<file path="config.mk">
export PLATFORM = sky130hd
export DESIGN_NAME = dcr_top
export DESIGN_NICKNAME = d
export VERILOG_FILES = /design/src/rtl/dcr_pkg.sv /design/src/rtl/dcr_top.sv /design/src/rtl/dcr_chan.sv
export SDC_FILE = /design/constraint.sdc
export NUM_CORES = 1
export LEC_CHECK = 0
export ABC_AREA = 1
export CAP_MARGIN = 20
export CORE_MARGIN = 10
export CORE_UTILIZATION = 30
export DETAILED_ROUTE_END_ITERATION = 10
export DONT_BUFFER_PORTS = 1
export PLACE_DENSITY = 0.55
export SYNTH_ARGS = -nofsm -noshare
export SYNTH_HDL_FRONTEND = slang
export SYNTH_SLANG_ARGS = --single-unit
</file>
<file path="constraint.sdc">
create_clock -name CLK_I -period 2.6 [get_ports CLK_I]
set_input_delay 0.52 -clock CLK_I [delete_from_list [all_inputs] [get_ports CLK_I]]
set_output_delay 0.52 -clock CLK_I [all_outputs]
set_load 0.02 [all_outputs]
</file>
<file path="src/rtl/dcr_pkg.sv">
// Package of constants and types for the DMA channel register set
//
// Overview of operation
// RULE1 - Channel 1 and 2 control registers are 16 bits, cleared to zero on reset.
// RULE2 - Control bit 0 gates the channel's completion or error interrupt.
// RULE3 - Control bit 1 runs the channel when set, idles it when clear.
// RULE4 - Control bit 2 picks direction: 0 memory to device, 1 device to memory.
// RULE5 - Control bit 3 picks request sensing: 0 edge, 1 level.
// RULE6 - Control bit 4 picks single transfer per request or demand transfer.
// RULE7 - Control bit 5 picks cycle steal or burst bus usage.
// RULE8 - Control bit 6 picks 8-bit or 16-bit operands.
// RULE9 - Control bit 7 picks 8-bit or 16-bit device port.
// RULE10 - Control bit 8 makes the memory address count up after each transfer.
// RULE11 - Writing one to control bit 9 clears that channel's completion and error flags.
// RULE12 - Channel 0 source address is 24 bits in high and low words, not reset.
// RULE13 - Channel 0 destination address is 24 bits in the same layout, not reset.
// RULE14 - Channels 1 and 2 each hold a 24-bit memory address, not reset.
// RULE15 - Each channel has a 16-bit transfer count, not reset.
// RULE16 - Software loads address and count before enabling a channel.
// RULE17 - Channel 0 control holds the same kinds of fields, with two-bit direction.
// RULE18 - Count decrements per completed transfer; reaching zero signals completion.
// RULE19 - Unused upper control bits and address bits above 23 read zero.
package dcr_pkg;

  // ****************************************************************
  // Register offsets (word addresses)
  // ****************************************************************
  localparam logic [4:0] DCR_ADDR_CTL0   = 5'h00;
  localparam logic [4:0] DCR_ADDR_CTL1   = 5'h01;
  localparam logic [4:0] DCR_ADDR_CTL2   = 5'h02;
  localparam logic [4:0] DCR_ADDR_SRC0_H = 5'h04;
  localparam logic [4:0] DCR_ADDR_SRC0_L = 5'h05;
  localparam logic [4:0] DCR_ADDR_DST0_H = 5'h06;
  localparam logic [4:0] DCR_ADDR_DST0_L = 5'h07;
  localparam logic [4:0] DCR_ADDR_MEM1_H = 5'h08;
  localparam logic [4:0] DCR_ADDR_MEM1_L = 5'h09;
  localparam logic [4:0] DCR_ADDR_MEM2_H = 5'h0a;
  localparam logic [4:0] DCR_ADDR_MEM2_L = 5'h0b;
  localparam logic [4:0] DCR_ADDR_CNT0   = 5'h0c;
  localparam logic [4:0] DCR_ADDR_CNT1   = 5'h0d;
  localparam logic [4:0] DCR_ADDR_CNT2   = 5'h0e;
  localparam logic [4:0] DCR_ADDR_STAT   = 5'h10;
  localparam logic [4:0] DCR_ADDR_MASK   = 5'h11;

  // ****************************************************************
  // Field positions of channel 1/2 control
  // ****************************************************************
  localparam int DCR_B_IRQ_ALLOW  = 0;
  localparam int DCR_B_CHAN_RUN   = 1;
  localparam int DCR_B_DIR        = 2;
  localparam int DCR_B_SENSE      = 3;
  localparam int DCR_B_DEMAND     = 4;
  localparam int DCR_B_BURST      = 5;
  localparam int DCR_B_OPW        = 6;
  localparam int DCR_B_PORTW      = 7;
  localparam int DCR_B_AUTOINC    = 8;
  localparam int DCR_B_FLAG_CLEAR = 9;
  // Channel 0 control: fields up to bit 12 stored, bit 13 is the clear
  localparam int DCR_B_C0_DIR_LO  = 5;
  localparam int DCR_B_C0_AUTOINC = 12;
  localparam int DCR_B_C0_CLEAR   = 13;

  localparam logic [15:0] DCR_CTL12_MASK = 16'h01ff;
  localparam logic [15:0] DCR_CTL0_MASK  = 16'h1fff;
  localparam logic [15:0] DCR_CTL_RESET  = 16'h0000;
  localparam logic [7:0]  DCR_ADDR_HI_MASK = 8'hff;
  localparam logic [5:0]  DCR_IRQ_RESET  = 6'h00;

  // ****************************************************************
  // Types
  // ****************************************************************
  typedef struct packed {
    logic        wr;
    logic        rd;
    logic [4:0]  addr;
    logic [15:0] wdata;
  } dcr_bus_t;

  typedef struct packed {
    logic        req;
    logic        ack;
    logic [23:0] addr;
    logic        dir;
    logic        wide;
  } dcr_xfer_t;

endpackage : dcr_pkg

</file>
<file path="src/rtl/dcr_top.sv">
// Register set and transfer sequencing of a three-channel DMA controller
`timescale 1ns/10ps
module dcr_top
  import dcr_pkg::*;
#(
  parameter int NUM_CH = 3
)
(
  // Clock and reset
  input  wire logic        CLK_I,
  input  wire logic        RST_N_I,
  // Register port
  input  wire logic [4:0]  ADDR_I,
  input  wire logic [15:0] WDATA_I,
  input  wire logic        WR_I,
  input  wire logic        RD_I,
  output logic      [15:0] RDATA_O,
  // Peripheral requests and transfer acknowledge from the bus side
  input  wire logic [2:0]  DREQ_I,
  input  wire logic [2:0]  XFER_ACK_I,
  input  wire logic [2:0]  XFER_ERR_I,
  // Transfer request towards the bus side
  output logic      [2:0]  XFER_REQ_O,
  output logic      [2:0]  XFER_DIR_O,
  output logic      [2:0]  XFER_BURST_O,
  output logic      [2:0]  XFER_WIDE_O,
  output logic      [71:0] XFER_ADDR_O,
  // Interrupt
  output logic             IRQ_O
);

  // ****************************************************************
  // Storage
  // ****************************************************************
  logic [15:0] ctl_reg   [NUM_CH];
  logic [23:0] addr_reg  [NUM_CH]; // channel 0 source, 1/2 memory address
  logic [23:0] dst0_reg;
  logic [15:0] cnt_reg   [NUM_CH];
  logic [5:0]  stat_reg;            // bits 2:0 done, 5:3 error
  logic [5:0]  mask_reg;
  logic [15:0] rdata_reg;
  logic        irq_reg;
  logic [2:0]  req_reg;
  logic [2:0]  dir_reg;
  logic [2:0]  burst_reg;
  logic [2:0]  wide_reg;
  logic [71:0] xaddr_reg;

  logic [2:0]  pend;
  logic [2:0]  step;
  logic [2:0]  done;
  logic [2:0]  run;
  logic [2:0]  irq_allow;
  logic [2:0]  flag_clr;
  logic [5:0]  stat_next;
  logic [15:0] rd_next;

  // ****************************************************************
  // Per-channel field decode and request logic
  // ****************************************************************
  genvar g;
  generate
    for (g = 0; g < NUM_CH; g++)
    begin : g_ch
      logic dir_b;
      logic sense_b;
      logic demand_b;
      logic burst_b;
      logic wide_b;
      logic inc_b;
      logic clr_b;

      // Channel 0 keeps a wider layout with a two-bit direction
      if (g == 0)
      begin : g_c0
        assign dir_b    = ctl_reg[0][DCR_B_C0_DIR_LO]; // see RULE17
        assign sense_b  = ctl_reg[0][2];
        assign demand_b = ctl_reg[0][3];
        assign burst_b  = ctl_reg[0][4];
        assign wide_b   = ctl_reg[0][10];
        assign inc_b    = ctl_reg[0][DCR_B_C0_AUTOINC];
        assign clr_b    = WR_I && ADDR_I == DCR_ADDR_CTL0 && WDATA_I[DCR_B_C0_CLEAR];
      end
      else
      begin : g_c12
        assign dir_b    = ctl_reg[g][DCR_B_DIR];    // see RULE4
        assign sense_b  = ctl_reg[g][DCR_B_SENSE];  // see RULE5
        assign demand_b = ctl_reg[g][DCR_B_DEMAND]; // see RULE6
        assign burst_b  = ctl_reg[g][DCR_B_BURST];  // see RULE7
        assign wide_b   = ctl_reg[g][DCR_B_OPW] | ctl_reg[g][DCR_B_PORTW]; // see RULE8 RULE9
        assign inc_b    = ctl_reg[g][DCR_B_AUTOINC];
        assign clr_b    = WR_I && ADDR_I == 5'(DCR_ADDR_CTL0 + 5'(g))
                          && WDATA_I[DCR_B_FLAG_CLEAR]; // see RULE11
      end

      assign run[g]       = ctl_reg[g][DCR_B_CHAN_RUN]; // see RULE3
      assign irq_allow[g] = ctl_reg[g][DCR_B_IRQ_ALLOW]; // see RULE2
      assign flag_clr[g]  = clr_b;

      dcr_chan u_chan (
        .clk_i         (CLK_I),
        .rst_n_i       (RST_N_I),
        .run_i         (run[g]),
        .sense_level_i (sense_b),
        .demand_i      (demand_b),
        .autoinc_i     (inc_b),
        .wide_i        (wide_b),
        .req_i         (DREQ_I[g]),
        .ack_i         (XFER_ACK_I[g] && req_reg[g]),
        .cnt_zero_i    (cnt_reg[g] == 16'h0001),
        .pend_o        (pend[g]),
        .step_o        (step[g]),
        .done_o        (done[g])
      );

      // Transfer request outputs, registered; a spent count never requests, so it cannot wrap
      always_ff @(posedge CLK_I or negedge RST_N_I)
      begin
        if (!RST_N_I)
        begin
          req_reg[g]   <= 1'b0;
          dir_reg[g]   <= 1'b0;
          burst_reg[g] <= 1'b0;
          wide_reg[g]  <= 1'b0;
        end
        else
        begin
          req_reg[g]   <= pend[g] && !done[g] && cnt_reg[g] != 16'h0000; // see RULE18
          dir_reg[g]   <= dir_b;
          burst_reg[g] <= burst_b;
          wide_reg[g]  <= wide_b;
        end
      end

      // Address presented: channel 0 shows destination when direction set
      always_ff @(posedge CLK_I or negedge RST_N_I)
      begin
        if (!RST_N_I)
          xaddr_reg[g*24 +: 24] <= 24'h000000;
        else if (g == 0 && dir_b)
          xaddr_reg[g*24 +: 24] <= dst0_reg;
        else
          xaddr_reg[g*24 +: 24] <= addr_reg[g];
      end
    end
  endgenerate

  // ****************************************************************
  // Control registers
  // ****************************************************************
  // Cleared on reset; clear bit is a strobe and is never stored
  always_ff @(posedge CLK_I or negedge RST_N_I)
  begin
    if (!RST_N_I)
    begin
      for (int i = 0; i < NUM_CH; i++)
        ctl_reg[i] <= DCR_CTL_RESET; // see RULE1
    end
    else if (WR_I)
    begin
      if (ADDR_I == DCR_ADDR_CTL0)
        ctl_reg[0] <= WDATA_I & DCR_CTL0_MASK; // see RULE17
      if (ADDR_I == DCR_ADDR_CTL1)
        ctl_reg[1] <= WDATA_I & DCR_CTL12_MASK; // see RULE19
      if (ADDR_I == DCR_ADDR_CTL2)
        ctl_reg[2] <= WDATA_I & DCR_CTL12_MASK; // see RULE19
    end
  end

  // ****************************************************************
  // Address and count registers
  // ****************************************************************
  // No reset: contents are undefined until software loads them
  always_ff @(posedge CLK_I) // see RULE16
  begin
    for (int i = 0; i < NUM_CH; i++)
    begin
      // Step by two for 16-bit operands
      if (step[i])
        addr_reg[i] <= addr_reg[i] + (wide_reg[i] ? 24'h000002 : 24'h000001); // see RULE10
      if (XFER_ACK_I[i] && req_reg[i])
        cnt_reg[i] <= cnt_reg[i] - 16'h0001; // see RULE18
    end
    if (WR_I)
    begin
      case (ADDR_I)
        DCR_ADDR_SRC0_H: addr_reg[0][23:16] <= WDATA_I[7:0];  // see RULE12
        DCR_ADDR_SRC0_L: addr_reg[0][15:0]  <= WDATA_I;       // see RULE12
        DCR_ADDR_DST0_H: dst0_reg[23:16]    <= WDATA_I[7:0];  // see RULE13
        DCR_ADDR_DST0_L: dst0_reg[15:0]     <= WDATA_I;       // see RULE13
        DCR_ADDR_MEM1_H: addr_reg[1][23:16] <= WDATA_I[7:0];  // see RULE14
        DCR_ADDR_MEM1_L: addr_reg[1][15:0]  <= WDATA_I;       // see RULE14
        DCR_ADDR_MEM2_H: addr_reg[2][23:16] <= WDATA_I[7:0];  // see RULE14
        DCR_ADDR_MEM2_L: addr_reg[2][15:0]  <= WDATA_I;       // see RULE14
        DCR_ADDR_CNT0:   cnt_reg[0]         <= WDATA_I;       // see RULE15
        DCR_ADDR_CNT1:   cnt_reg[1]         <= WDATA_I;       // see RULE15
        DCR_ADDR_CNT2:   cnt_reg[2]         <= WDATA_I;       // see RULE15
        default: ;
      endcase
    end
  end

  // ****************************************************************
  // Status, mask and interrupt
  // ****************************************************************
  // Set wins over clear so an event in the clearing cycle survives
  always_comb
  begin
    stat_next = stat_reg;
    for (int i = 0; i < NUM_CH; i++)
      if (flag_clr[i])
      begin
        stat_next[i]     = 1'b0; // see RULE11
        stat_next[i + 3] = 1'b0; // see RULE11
      end
    if (WR_I && ADDR_I == DCR_ADDR_STAT)
      stat_next = stat_next & ~WDATA_I[5:0];
    stat_next = stat_next | {XFER_ERR_I & req_reg, done}; // see RULE18
  end

  always_ff @(posedge CLK_I or negedge RST_N_I)
  begin
    if (!RST_N_I)
      stat_reg <= DCR_IRQ_RESET;
    else
      stat_reg <= stat_next;
  end

  always_ff @(posedge CLK_I or negedge RST_N_I)
  begin
    if (!RST_N_I)
      mask_reg <= DCR_IRQ_RESET;
    else if (WR_I && ADDR_I == DCR_ADDR_MASK)
      mask_reg <= WDATA_I[5:0];
  end

  // Per-channel allow bit gates both done and error of that channel
  always_ff @(posedge CLK_I or negedge RST_N_I)
  begin
    if (!RST_N_I)
      irq_reg <= 1'b0;
    else
      irq_reg <= |(stat_next & mask_reg & {irq_allow, irq_allow}); // see RULE2
  end

  // ****************************************************************
  // Read port
  // ****************************************************************
  // Unmapped addresses and unused bits read zero
  always_comb
  begin
    case (ADDR_I)
      DCR_ADDR_CTL0:   rd_next = ctl_reg[0];
      DCR_ADDR_CTL1:   rd_next = ctl_reg[1];
      DCR_ADDR_CTL2:   rd_next = ctl_reg[2];
      DCR_ADDR_SRC0_H: rd_next = {8'h00, addr_reg[0][23:16]}; // see RULE19
      DCR_ADDR_SRC0_L: rd_next = addr_reg[0][15:0];
      DCR_ADDR_DST0_H: rd_next = {8'h00, dst0_reg[23:16]};
      DCR_ADDR_DST0_L: rd_next = dst0_reg[15:0];
      DCR_ADDR_MEM1_H: rd_next = {8'h00, addr_reg[1][23:16]};
      DCR_ADDR_MEM1_L: rd_next = addr_reg[1][15:0];
      DCR_ADDR_MEM2_H: rd_next = {8'h00, addr_reg[2][23:16]};
      DCR_ADDR_MEM2_L: rd_next = addr_reg[2][15:0];
      DCR_ADDR_CNT0:   rd_next = cnt_reg[0];
      DCR_ADDR_CNT1:   rd_next = cnt_reg[1];
      DCR_ADDR_CNT2:   rd_next = cnt_reg[2];
      DCR_ADDR_STAT:   rd_next = {10'h000, stat_reg};
      DCR_ADDR_MASK:   rd_next = {10'h000, mask_reg};
      default:         rd_next = 16'h0000;
    endcase
  end

  always_ff @(posedge CLK_I or negedge RST_N_I)
  begin
    if (!RST_N_I)
      rdata_reg <= 16'h0000;
    else if (RD_I)
      rdata_reg <= rd_next;
    else
      rdata_reg <= 16'h0000;
  end

  // ****************************************************************
  // Outputs
  // ****************************************************************
  assign RDATA_O      = rdata_reg;
  assign IRQ_O        = irq_reg;
  assign XFER_REQ_O   = req_reg;
  assign XFER_DIR_O   = dir_reg;
  assign XFER_BURST_O = burst_reg;
  assign XFER_WIDE_O  = wide_reg;
  assign XFER_ADDR_O  = xaddr_reg;

endmodule : dcr_top

</file>
<file path="src/rtl/dcr_chan.sv">
// One DMA channel's request sensing, completion and address stepping
`timescale 1ns/10ps
module dcr_chan
  import dcr_pkg::*;
(
  // Clock and reset
  input  wire logic        clk_i,
  input  wire logic        rst_n_i,
  // Configuration
  input  wire logic        run_i,
  input  wire logic        sense_level_i,
  input  wire logic        demand_i,
  input  wire logic        autoinc_i,
  input  wire logic        wide_i,
  // Peripheral request and transfer acknowledge
  input  wire logic        req_i,
  input  wire logic        ack_i,
  input  wire logic        cnt_zero_i,
  // Transfer request and completion event
  output logic             pend_o,
  output logic             step_o,
  output logic             done_o
);

  logic req_d_reg;
  logic pend_reg;

  // ****************************************************************
  // Request sensing
  // ****************************************************************
  // Previous request level, for edge mode
  always_ff @(posedge clk_i or negedge rst_n_i)
  begin
    if (!rst_n_i)
      req_d_reg <= 1'b0;
    else
      req_d_reg <= req_i;
  end

  // Edge mode latches one pending request; level or demand follows the pin
  always_ff @(posedge clk_i or negedge rst_n_i)
  begin
    if (!rst_n_i)
      pend_reg <= 1'b0;
    else if (!run_i)
      pend_reg <= 1'b0; // see RULE3
    else if (!sense_level_i && req_i && !req_d_reg)
      pend_reg <= 1'b1; // see RULE5
    else if (ack_i)
      pend_reg <= 1'b0;
  end

  // Level or demand requests persist while the pin stays high
  assign pend_o = run_i && (pend_reg || ((sense_level_i || demand_i) && req_i)); // see RULE6
  // Step the memory address only when auto increment is on
  assign step_o = ack_i && autoinc_i; // see RULE10
  // Completion when the last transfer is acknowledged
  assign done_o = ack_i && cnt_zero_i; // see RULE18

  // Width matters only to the step size and XFER_WIDE_O, both handled by the parent
  logic unused_wide;
  assign unused_wide = wide_i;

endmodule : dcr_chan

</file>
; ---- After elaboration in Yosys (flattened, before gate mapping)
; Memories as Yosys holds them, arrays and structs flattened.
; Cells that the tools add are included.
[totals]
input_bits = 34
mem_count = 2
register_bits = 174
output_inout_bits = 101
mem_bits_rw = 120
[memory_table]
columns = name, words, word_bits, read_ports, rd_clocked_by_memory_dff, wr, line
row1 = addr_reg, 3, 24, 3, 0, 3, dcr_top.sv:36  ; logic [23:0] addr_reg [NUM_CH];
row2 = cnt_reg, 3, 16, 3, 0, 3, dcr_top.sv:38  ; logic [15:0] cnt_reg [NUM_CH];
[classes]
n_eq_ne = 21
n_mux = 70
addsub = 6
reduce_logical = 60
bitwise = 17
[ops]
columns = op, n
row1 = one-hot mux 16 bit (16 select lines), 1
row2 = 2-to-1 mux 16 bit, 7
row3 = adder 24 x 2 -> 24 bit, 3
row4 = 2-to-1 mux 1 bit, 54
row5 = == test 16 x 1 -> 1 bit (second input constant), 3
row6 = nonzero test 16 bit, 3
row7 = subtractor 16 x 1 -> 16 bit (second input constant), 3
row8 = == test 5 x 4 -> 1 bit (second input constant), 7
row9 = logical AND 1 bit, 35
row10 = 2-to-1 mux 24 bit, 1
row11 = 2-to-1 mux 8 bit, 3
row12 = == test 5 x 3 -> 1 bit (second input constant), 4
row13 = bitwise AND 6 bit, 3
row14 = OR 1 bit, 11
row15 = == test 5 bit (second input constant), 2
row16 = AND reduction 2 bit, 5
row17 = logical NOT 1 bit, 9
row18 = inequality test 3 x 1 -> 1 bit (second input constant), 3
row19 = logical OR 1 bit, 6
row20 = 2-to-1 mux 2 bit, 3
row21 = 2-to-1 mux 6 bit, 1
row22 = NOT 6 bit, 1
row23 = OR 6 bit, 1
row24 = OR reduction 6 bit, 1
row25 = 4 further kinds, 4

; ---- Logic depth before layout (Yosys ltp)
; Gate-level depths: netlist of the first run.
[depth]
word_depth = 10
depth_mapped = 14

; ---- By module
; Synthesis of the first run repeated with hierarchy kept, for this count alone.
[hier_totals]
cells_unflattened = 1694
hier_area_um2 = 14843.0
[by_module_without_submodules]
columns = module, area_per_inst_um2, seq_area_each_um2, instances, cells_each
row1 = dcr_top, 14512.7, 7927.6, 1, 1649
row2 = dcr_chan, 110.1, 50.0, 3, 15

; ---- Worst setup path before layout of the first run
; OpenSTA, ideal clock, no wires.
[synth_path]
path_kind = input -> register
start = in WR_I
end = reg dst0_reg[0] (enable)
arrival_time_ns = 2.198
t_required_ns = 2.191
setup_slack_ns = -0.007
path_buffers = 2
path_stages = 4
setup_time_ns = 0.409
path_cell_list = buf_2 -> inv_2 -> buf_4 -> nor3_1
[synth_between]
elab_chain_len = 1
[synth_lines]
columns = item, line
row1 = "start, declared", dcr_top.sv:15  ; input wire logic WR_I,
row2 = AND reduction 2 bit (no source line), n/a
row3 = "end signal, assigned", dcr_top.sv:190  ; DCR_ADDR_DST0_L: dst0_reg[15:0] <= WDATA_I;
row4 = "end, declared", dcr_top.sv:37  ; logic [23:0] dst0_reg;
; Every way passes these cells.
; A chain may end at the register's enable or synchronous reset.

==> impl_metrics.py, run 1 <==
metrics = {
    "run_status": {
        "status": "finished with violations",
        "failed_checks": "hold timing",
    },
    "worst_setup_path": {
        "cp-start-kind": "register",
        "reg2reg_depth": 12,
        "path_delay_family": "simple AND/OR/NAND/NOR gates",
        "path_cells": "inv_1 -> ha_1 -> inv_1 -> fa_1 -> nor3_2 -> inv_2 -> nor2_1 -> inv_1 -> nor2_2 -> nand2_1 -> nand2_1 -> o22ai_1",
        "worst_setup_path_end_kind": "register",
        "cp_common_cell": "inv_1",
        "arrival_ns": 2.71,
        "crit-reg2reg-capture": "addr_reg[2][18]",
        "critPathMaxFanout": 3,
        "r2r_slack_ns": 0.17,
        "worstSetupPathType": "reg2reg",
        "crit_buf_inv": 4,
        "slowest_stage": "fa_1",
        "critPathRequiredTime_ns": 2.89,
        "max_stage_delay_ns": 0.42,
        "reg2reg_from": "XFER_WIDE_O[2]",
    },
    "clocking": {
        "htree_levels": 2,
        "clkLatencyLatePin_ns": 0.56,
        "numCtsBuffers": 35,
        "clkTransAtPathRegs_ns": 0.07,
        "clock_path_buffers": 3,
        "cts_hold_buffers": 3,
        "cts_root_buf": "clkbuf_16",
        "clock-sinks": 294,
        "cts_tree": "done",
    },
    "pwr": {
        "p_per_area_nw_per_um2": 708,
        "p_leak_nw": 7.11,
        "ir_worst_vdd_mv": 0.386,
    },
    "grt": {
        "grt_pass1_wl_mm": 81.2,
        "gr-usage-all-layers_pct": 18.5,
        "antenna_found_initial": 3,
        "grt_max_degree": 151,
        "grt_overflow": 0,
        "grt_pass1_vias": 11919,
    },
    "drt": {
        "finalWirelength_mm": 56.5,
        "drt_iter0_drc": 1619,
        "drc": 0,
        "vias": 12593,
        "drtAntennaViolNets": 0,
        "first_pass_iters": 6,
        "wl_per_cell_um": 23.5,
        "avgViaCountPerCell": 5.24,
    },
    "timing": {
        "finalSetupViolCount": 0,
        "max_clock_freq_mhz": 412,
        "fin_setup_tns_ns": 0,
        "rsz0062_at_grt": "no",
        "slew_violations": 0,
        "worst_slew_pin_slew_ns": 0.827,
        "finalHoldViolCount": 150,
        "timing.slew.headroom_pct": 44.8,
        "skew_ns": 0.0216,
        "holdWs_ns": -0.324,
        "min_period_over_period_pct": 93.3,
        "post-route-min-period_ns": 2.43,
    },
    "logic_synthesis": {
        "ys_ff_latch": 294,
        "syn_avg_cell_area_um2": 8.86,
        "ys.flop_type": "dfrtp_1",
        "syn-cell-area_um2": 14800,
        "syn_inst": 1675,
        "ys_seq_area_share_pct": 54.4,
        "synth.distinct_cells": 51,
        "syn_nets": 1727,
        "synth_edf_count": 144,
        "ys_async_sr_fraction_pct": 51.0,
        "synth.yosys.warnings": 0,
    },
    "place": {
        "place_area_um2": 15700,
        "dp_hpwl_mm": 41.9,
        "port-buffer-count": 0,
        "place.gp.congestion": 0.939,
        "placed_cells": 2337,
    },
    "floorplanning": {
        "die_h_um": 242,
        "start_util_pct": 30.3,
        "die-area_um2": 58700,
        "pin_count": 135,
        "core.rowCount": 81,
        "core_um2": 49000,
        "die-width_um": 242,
    },
    "cells_and_area": {
        "final_common_cell": "nand2_1",
        "stdcell_area_um2": 16900,
        "fillers": 5061,
        "layout.nets": 1765,
        "post_layout_nonfiller_instances": 2404,
        "syn_to_final_growth_pct": 14.1,
        "mostFrequentLayoutCells": "nand2_1, inv_1, nor2_1",
        "drive_gt1_share_pct": 9.55,
    },
    "min_path": {
        "hold_class": "in2async",
    },
    "flow_run": {
        "max-cap-violations": 0,
    },
}
==> worst max path at each step <==
stage / startpoint / to / slack, ns / depth (start not counted)
2_1_floorplan: XFER_WIDE_O[1] / addr_reg[1][20] / 0.18 / 14
3_3_place_gp: XFER_WIDE_O[1] / addr_reg[1][22] / 0.28 / 14
3_5_place_dp: XFER_WIDE_O[2] / addr_reg[2][18] / 0.20 / 12
4_1_cts: XFER_WIDE_O[2] / addr_reg[2][18] / 0.22 / 12
5_1_grt: XFER_WIDE_O[1] / addr_reg[1][20] / 0.03 / 14
6_report: XFER_WIDE_O[2] / addr_reg[2][18] / 0.17 / 12
==> logic make-up after synthesis <==
group / count (synthesis) / synth area share, %
compound gates: 333 / 12.3
fa+ha+maj: 18 / 1.67
xor+xnor: 39 / 2.30
buf+inv: 248 / 7.10
flops: 294 / 54.4
simple gates: 743 / 22.1
==> metrics by stage <==
| stage | hold slack (ns) | total power [mW] | setup slack, ns | utilization, % |
|---|---|---|---|---|
| floorplan | 0.224 | 6.40 | 0.180 | - |
| global placement | 0.234 | 6.89 | 0.283 | 32.1 |
| detailed placement | 0.234 | 6.92 | 0.201 | 32.1 |
| CTS | -0.358 | 12.0 | 0.216 | 34.6 |
| global route | -0.340 | 12.4 | 0.0297 | 34.6 |
| finish | -0.324 | 12.0 | 0.175 | 34.6 |
==> layer usage <==
metal | GRT usage (%) | wire [um]
met3 | 4.73 | 5380
met2 | 28.7 | 25200
met5 | 0 | 53
met1 | 24.5 | 24000
met4 | 6.68 | 1780
==> area by class of cell <==
cell class	count	area, um^2	share of cell area [%]
clock buffer	48	1060	6.27
timing repair buffer	42	323	1.91
clock inverter	15	121	0.717
antenna	1	2.50	0.0148
multi-input combinational	1133	5710	33.8
inverter	207	795	4.70
tap	664	831	4.91
sequential	294	8080	47.7
==> report_power, final <==
| part | leakage, nW | internal [mW] | switching [mW] |
|---|---|---|---|
| Sequential | 3.16 | 5.28 | 0.411 |
| Clock | 0.592 | 2.99 | 2.15 |
| Combinational | 3.35 | 0.339 | 0.812 |
| Total | 7.11 | 8.61 | 3.37 |
==> cells in the mapped netlist, types with 29 or more instances <==
cell,n,area (um^2)
a21oi_1,29,145
dfrtp_1,150,3750
nor2_1,166,623
xor2_1,35,307
o21ai_0,150,751
edfxtp_1,144,4320
inv_1,183,687
nor3_1,33,165
nand4_1,31,194
o21ai_1,69,345
nand2_1,380,1430
nand3_1,85,425
o22ai_1,41,257
==> worst reg2reg max path, delay by kind of cell (launching register included) <==
kind	cells	cell delay [ns]
and+or+nand+nor	5	0.79
adders and majority gates	2	0.60
buffers and inverters	4	0.35
AOI/OAI and AO/OA	1	0.07
DFF	1	0.37
==> timing repair <==
item,CTS,global route
resized for setup,0,1
buffers inserted,0,0
hold endpoints to repair,153,150
endpoints found under the setup margin,0,1
(Power assumes the default switching activity.)
==> inputs of run 2 (changes only) <==
--- a/config.mk
+++ b/config.mk
@@ -9,6 +9,7 @@
 export CAP_MARGIN = 20
 export CORE_MARGIN = 10
 export CORE_UTILIZATION = 30
+export CTS_BUF_LIST = sky130_fd_sc_hd__clkbuf_4
 export DETAILED_ROUTE_END_ITERATION = 10
 export DONT_BUFFER_PORTS = 1
 export PLACE_DENSITY = 0.55
==> impl_metrics.py, run 2 (same netlist as run 1, synthesis figures left out) <==
metrics = {
    "worst_setup_path": {
        "critPathRequiredTime_ns": 3.12,
        "r2r_slack_ns": 0.15,
        "worst_setup_path_end_kind": "register",
        "cp-start-kind": "register",
        "critPathMaxFanout": 3,
        "worstSetupPathType": "reg2reg",
        "arrival_ns": 2.97,
    },
    "cells_and_area": {
        "finish.utilization_pct": 34.9,
        "drive_gt1_share_pct": 13.3,
        "post_layout_nonfiller_instances": 2518,
        "stdcell_area_um2": 17100,
        "final_common_cell": "nand2_1",
        "syn_to_final_growth_pct": 15.1,
        "mostFrequentLayoutCells": "nand2_1, inv_1, nor2_1",
        "layout.nets": 1835,
    },
    "clocking": {
        "cts_hold_buffers": 25,
        "cts_tree": "done",
        "numCtsBuffers": 83,
        "clkLatencyLatePin_ns": 0.87,
        "clkTransAtPathRegs_ns": 0.07,
        "htree_levels": 3,
        "post_cts_buffers": 0,
        "clock_path_buffers": 3,
        "clock-sinks": 294,
        "cts_root_buf": "clkbuf_4",
    },
    "drt": {
        "drc": 0,
        "vias": 12992,
        "finalWirelength_mm": 57.9,
        "drtAntennaViolNets": 0,
        "drt_iter0_drc": 1536,
        "avgViaCountPerCell": 5.16,
        "first_pass_iters": 6,
        "wl_per_cell_um": 23.0,
    },
    "place": {
        "dp_hpwl_mm": 41.9,
        "place.gp.congestion": 0.939,
        "place_area_um2": 15700,
        "placed_cells": 2337,
        "port-buffer-count": 0,
    },
    "timing": {
        "skew_ns": 0.0907,
        "timing.slew.headroom_pct": 25.7,
        "worst_slew_pin_slew_ns": 1.11,
        "max_clock_freq_mhz": 409,
        "min_period_over_period_pct": 94.1,
        "slew_violations": 0,
        "finalHoldViolCount": 150,
        "post-route-min-period_ns": 2.45,
        "finalSetupViolCount": 0,
        "holdWs_ns": -0.621,
    },
    "floorplanning": {
        "die_h_um": 242,
        "core_um2": 49000,
        "pin_count": 135,
        "core.rowCount": 81,
        "die-width_um": 242,
        "start_util_pct": 30.3,
        "die-area_um2": 58700,
    },
    "grt": {
        "grt_overflow": 0,
        "grt_pass1_wl_mm": 83.6,
        "antenna_found_initial": 8,
        "grt_pass1_vias": 12505,
        "grt_max_degree": 151,
        "gr-usage-all-layers_pct": 19.1,
    },
    "run_status": {
        "failed_checks": "hold timing",
        "status": "finished with violations",
    },
    "pwr": {
        "p_per_area_nw_per_um2": 667,
        "p_leak_nw": 7.25,
        "ir_worst_vdd_mv": 0.259,
    },
    "min_path": {
        "hold_class": "in2async",
    },
    "flow_run": {
        "max-cap-violations": 0,
    },
}
## run 2: cell count changes in the layout (fill, tap and decap cells not counted), sizes merged
cell	before	now
clkinv	10	14
dlygate4sd3	3	25
clkinvlp	0	3
diode	1	6
inv	211	208
clkbuf	48	131
## run 2: worst max-delay path, cell delays in order (launching register included)
cell and delay [ns]:
dfrtp_1 0.37, inv_1 0.10, ha_1 0.18, inv_1 0.05
fa_1 0.44, nor3_4 0.25, inv_2 0.07, nor2_1 0.22
inv_1 0.10, nor2_2 0.12, nand2_1 0.07, nand2_1 0.05
o22ai_1 0.06
## run 2: repair_timing
item | in CTS | in global routing
hold endpoints to repair | 240 | 150
resized for setup | 0 | 2
endpoints found under the setup margin | 0 | 3
## run 2: where the power goes
part           leakage (nW)  switching (mW)  internal (mW)
logic                  3.44           0.870          0.362
clock network         0.646            2.09           2.38
registers              3.16           0.412           5.28
## run 2: final cells by class
class	count	area, um^2
Clock buffer	131	983
Fill cell	5117	31900
Inverter	207	795
Antenna cell	6	15.0
Tap cell	664	831
Sequential cell	294	8080
Clock inverter	19	115
Timing Repair Buffer	64	543
Multi-Input combinational cell	1133	5720
## run 2: layer usage
layer / up-vias / part of all wire [%] / track usage [%]
li1: 5920 / - / -
met4: 0 / 4.5 / 10.3
met2: 703 / 44 / 28.4
met3: 135 / 11 / 6.05
met1: 6234 / 41 / 24.3
met5: - / 0 / 0
## run 2: path summary, 6_finish.rpt
check	start	to	cells past startpoint
max	XFER_WIDE_O[2]	addr_reg[2][18]	12
max reg2reg	XFER_WIDE_O[2]	addr_reg[2][18]	12
min	RST_N_I	XFER_WIDE_O[2]	0
max in group asynchronous	RST_N_I	XFER_BURST_O[1]	0
min reg2reg	addr_reg[1][23]	XFER_ADDR_O[47]	0
min in group CLK_I	ADDR_I[3]	stat_reg[2]	4
## run 2: through the flow
step / TNS (ns) / total power [mW] / hold WS, ns / worst slack [ns]
after global placement: 0 / 6.89 / 0.234 / 0.283
after detailed placement: 0 / 6.92 / 0.234 / 0.201
after CTS: 0 / 11.5 / -0.702 / 0.127
after global routing: -0.00299 / 11.9 / -0.659 / -0.00299
final: 0 / 11.4 / -0.621 / 0.154
after floorplan: 0 / 6.40 / 0.224 / 0.180
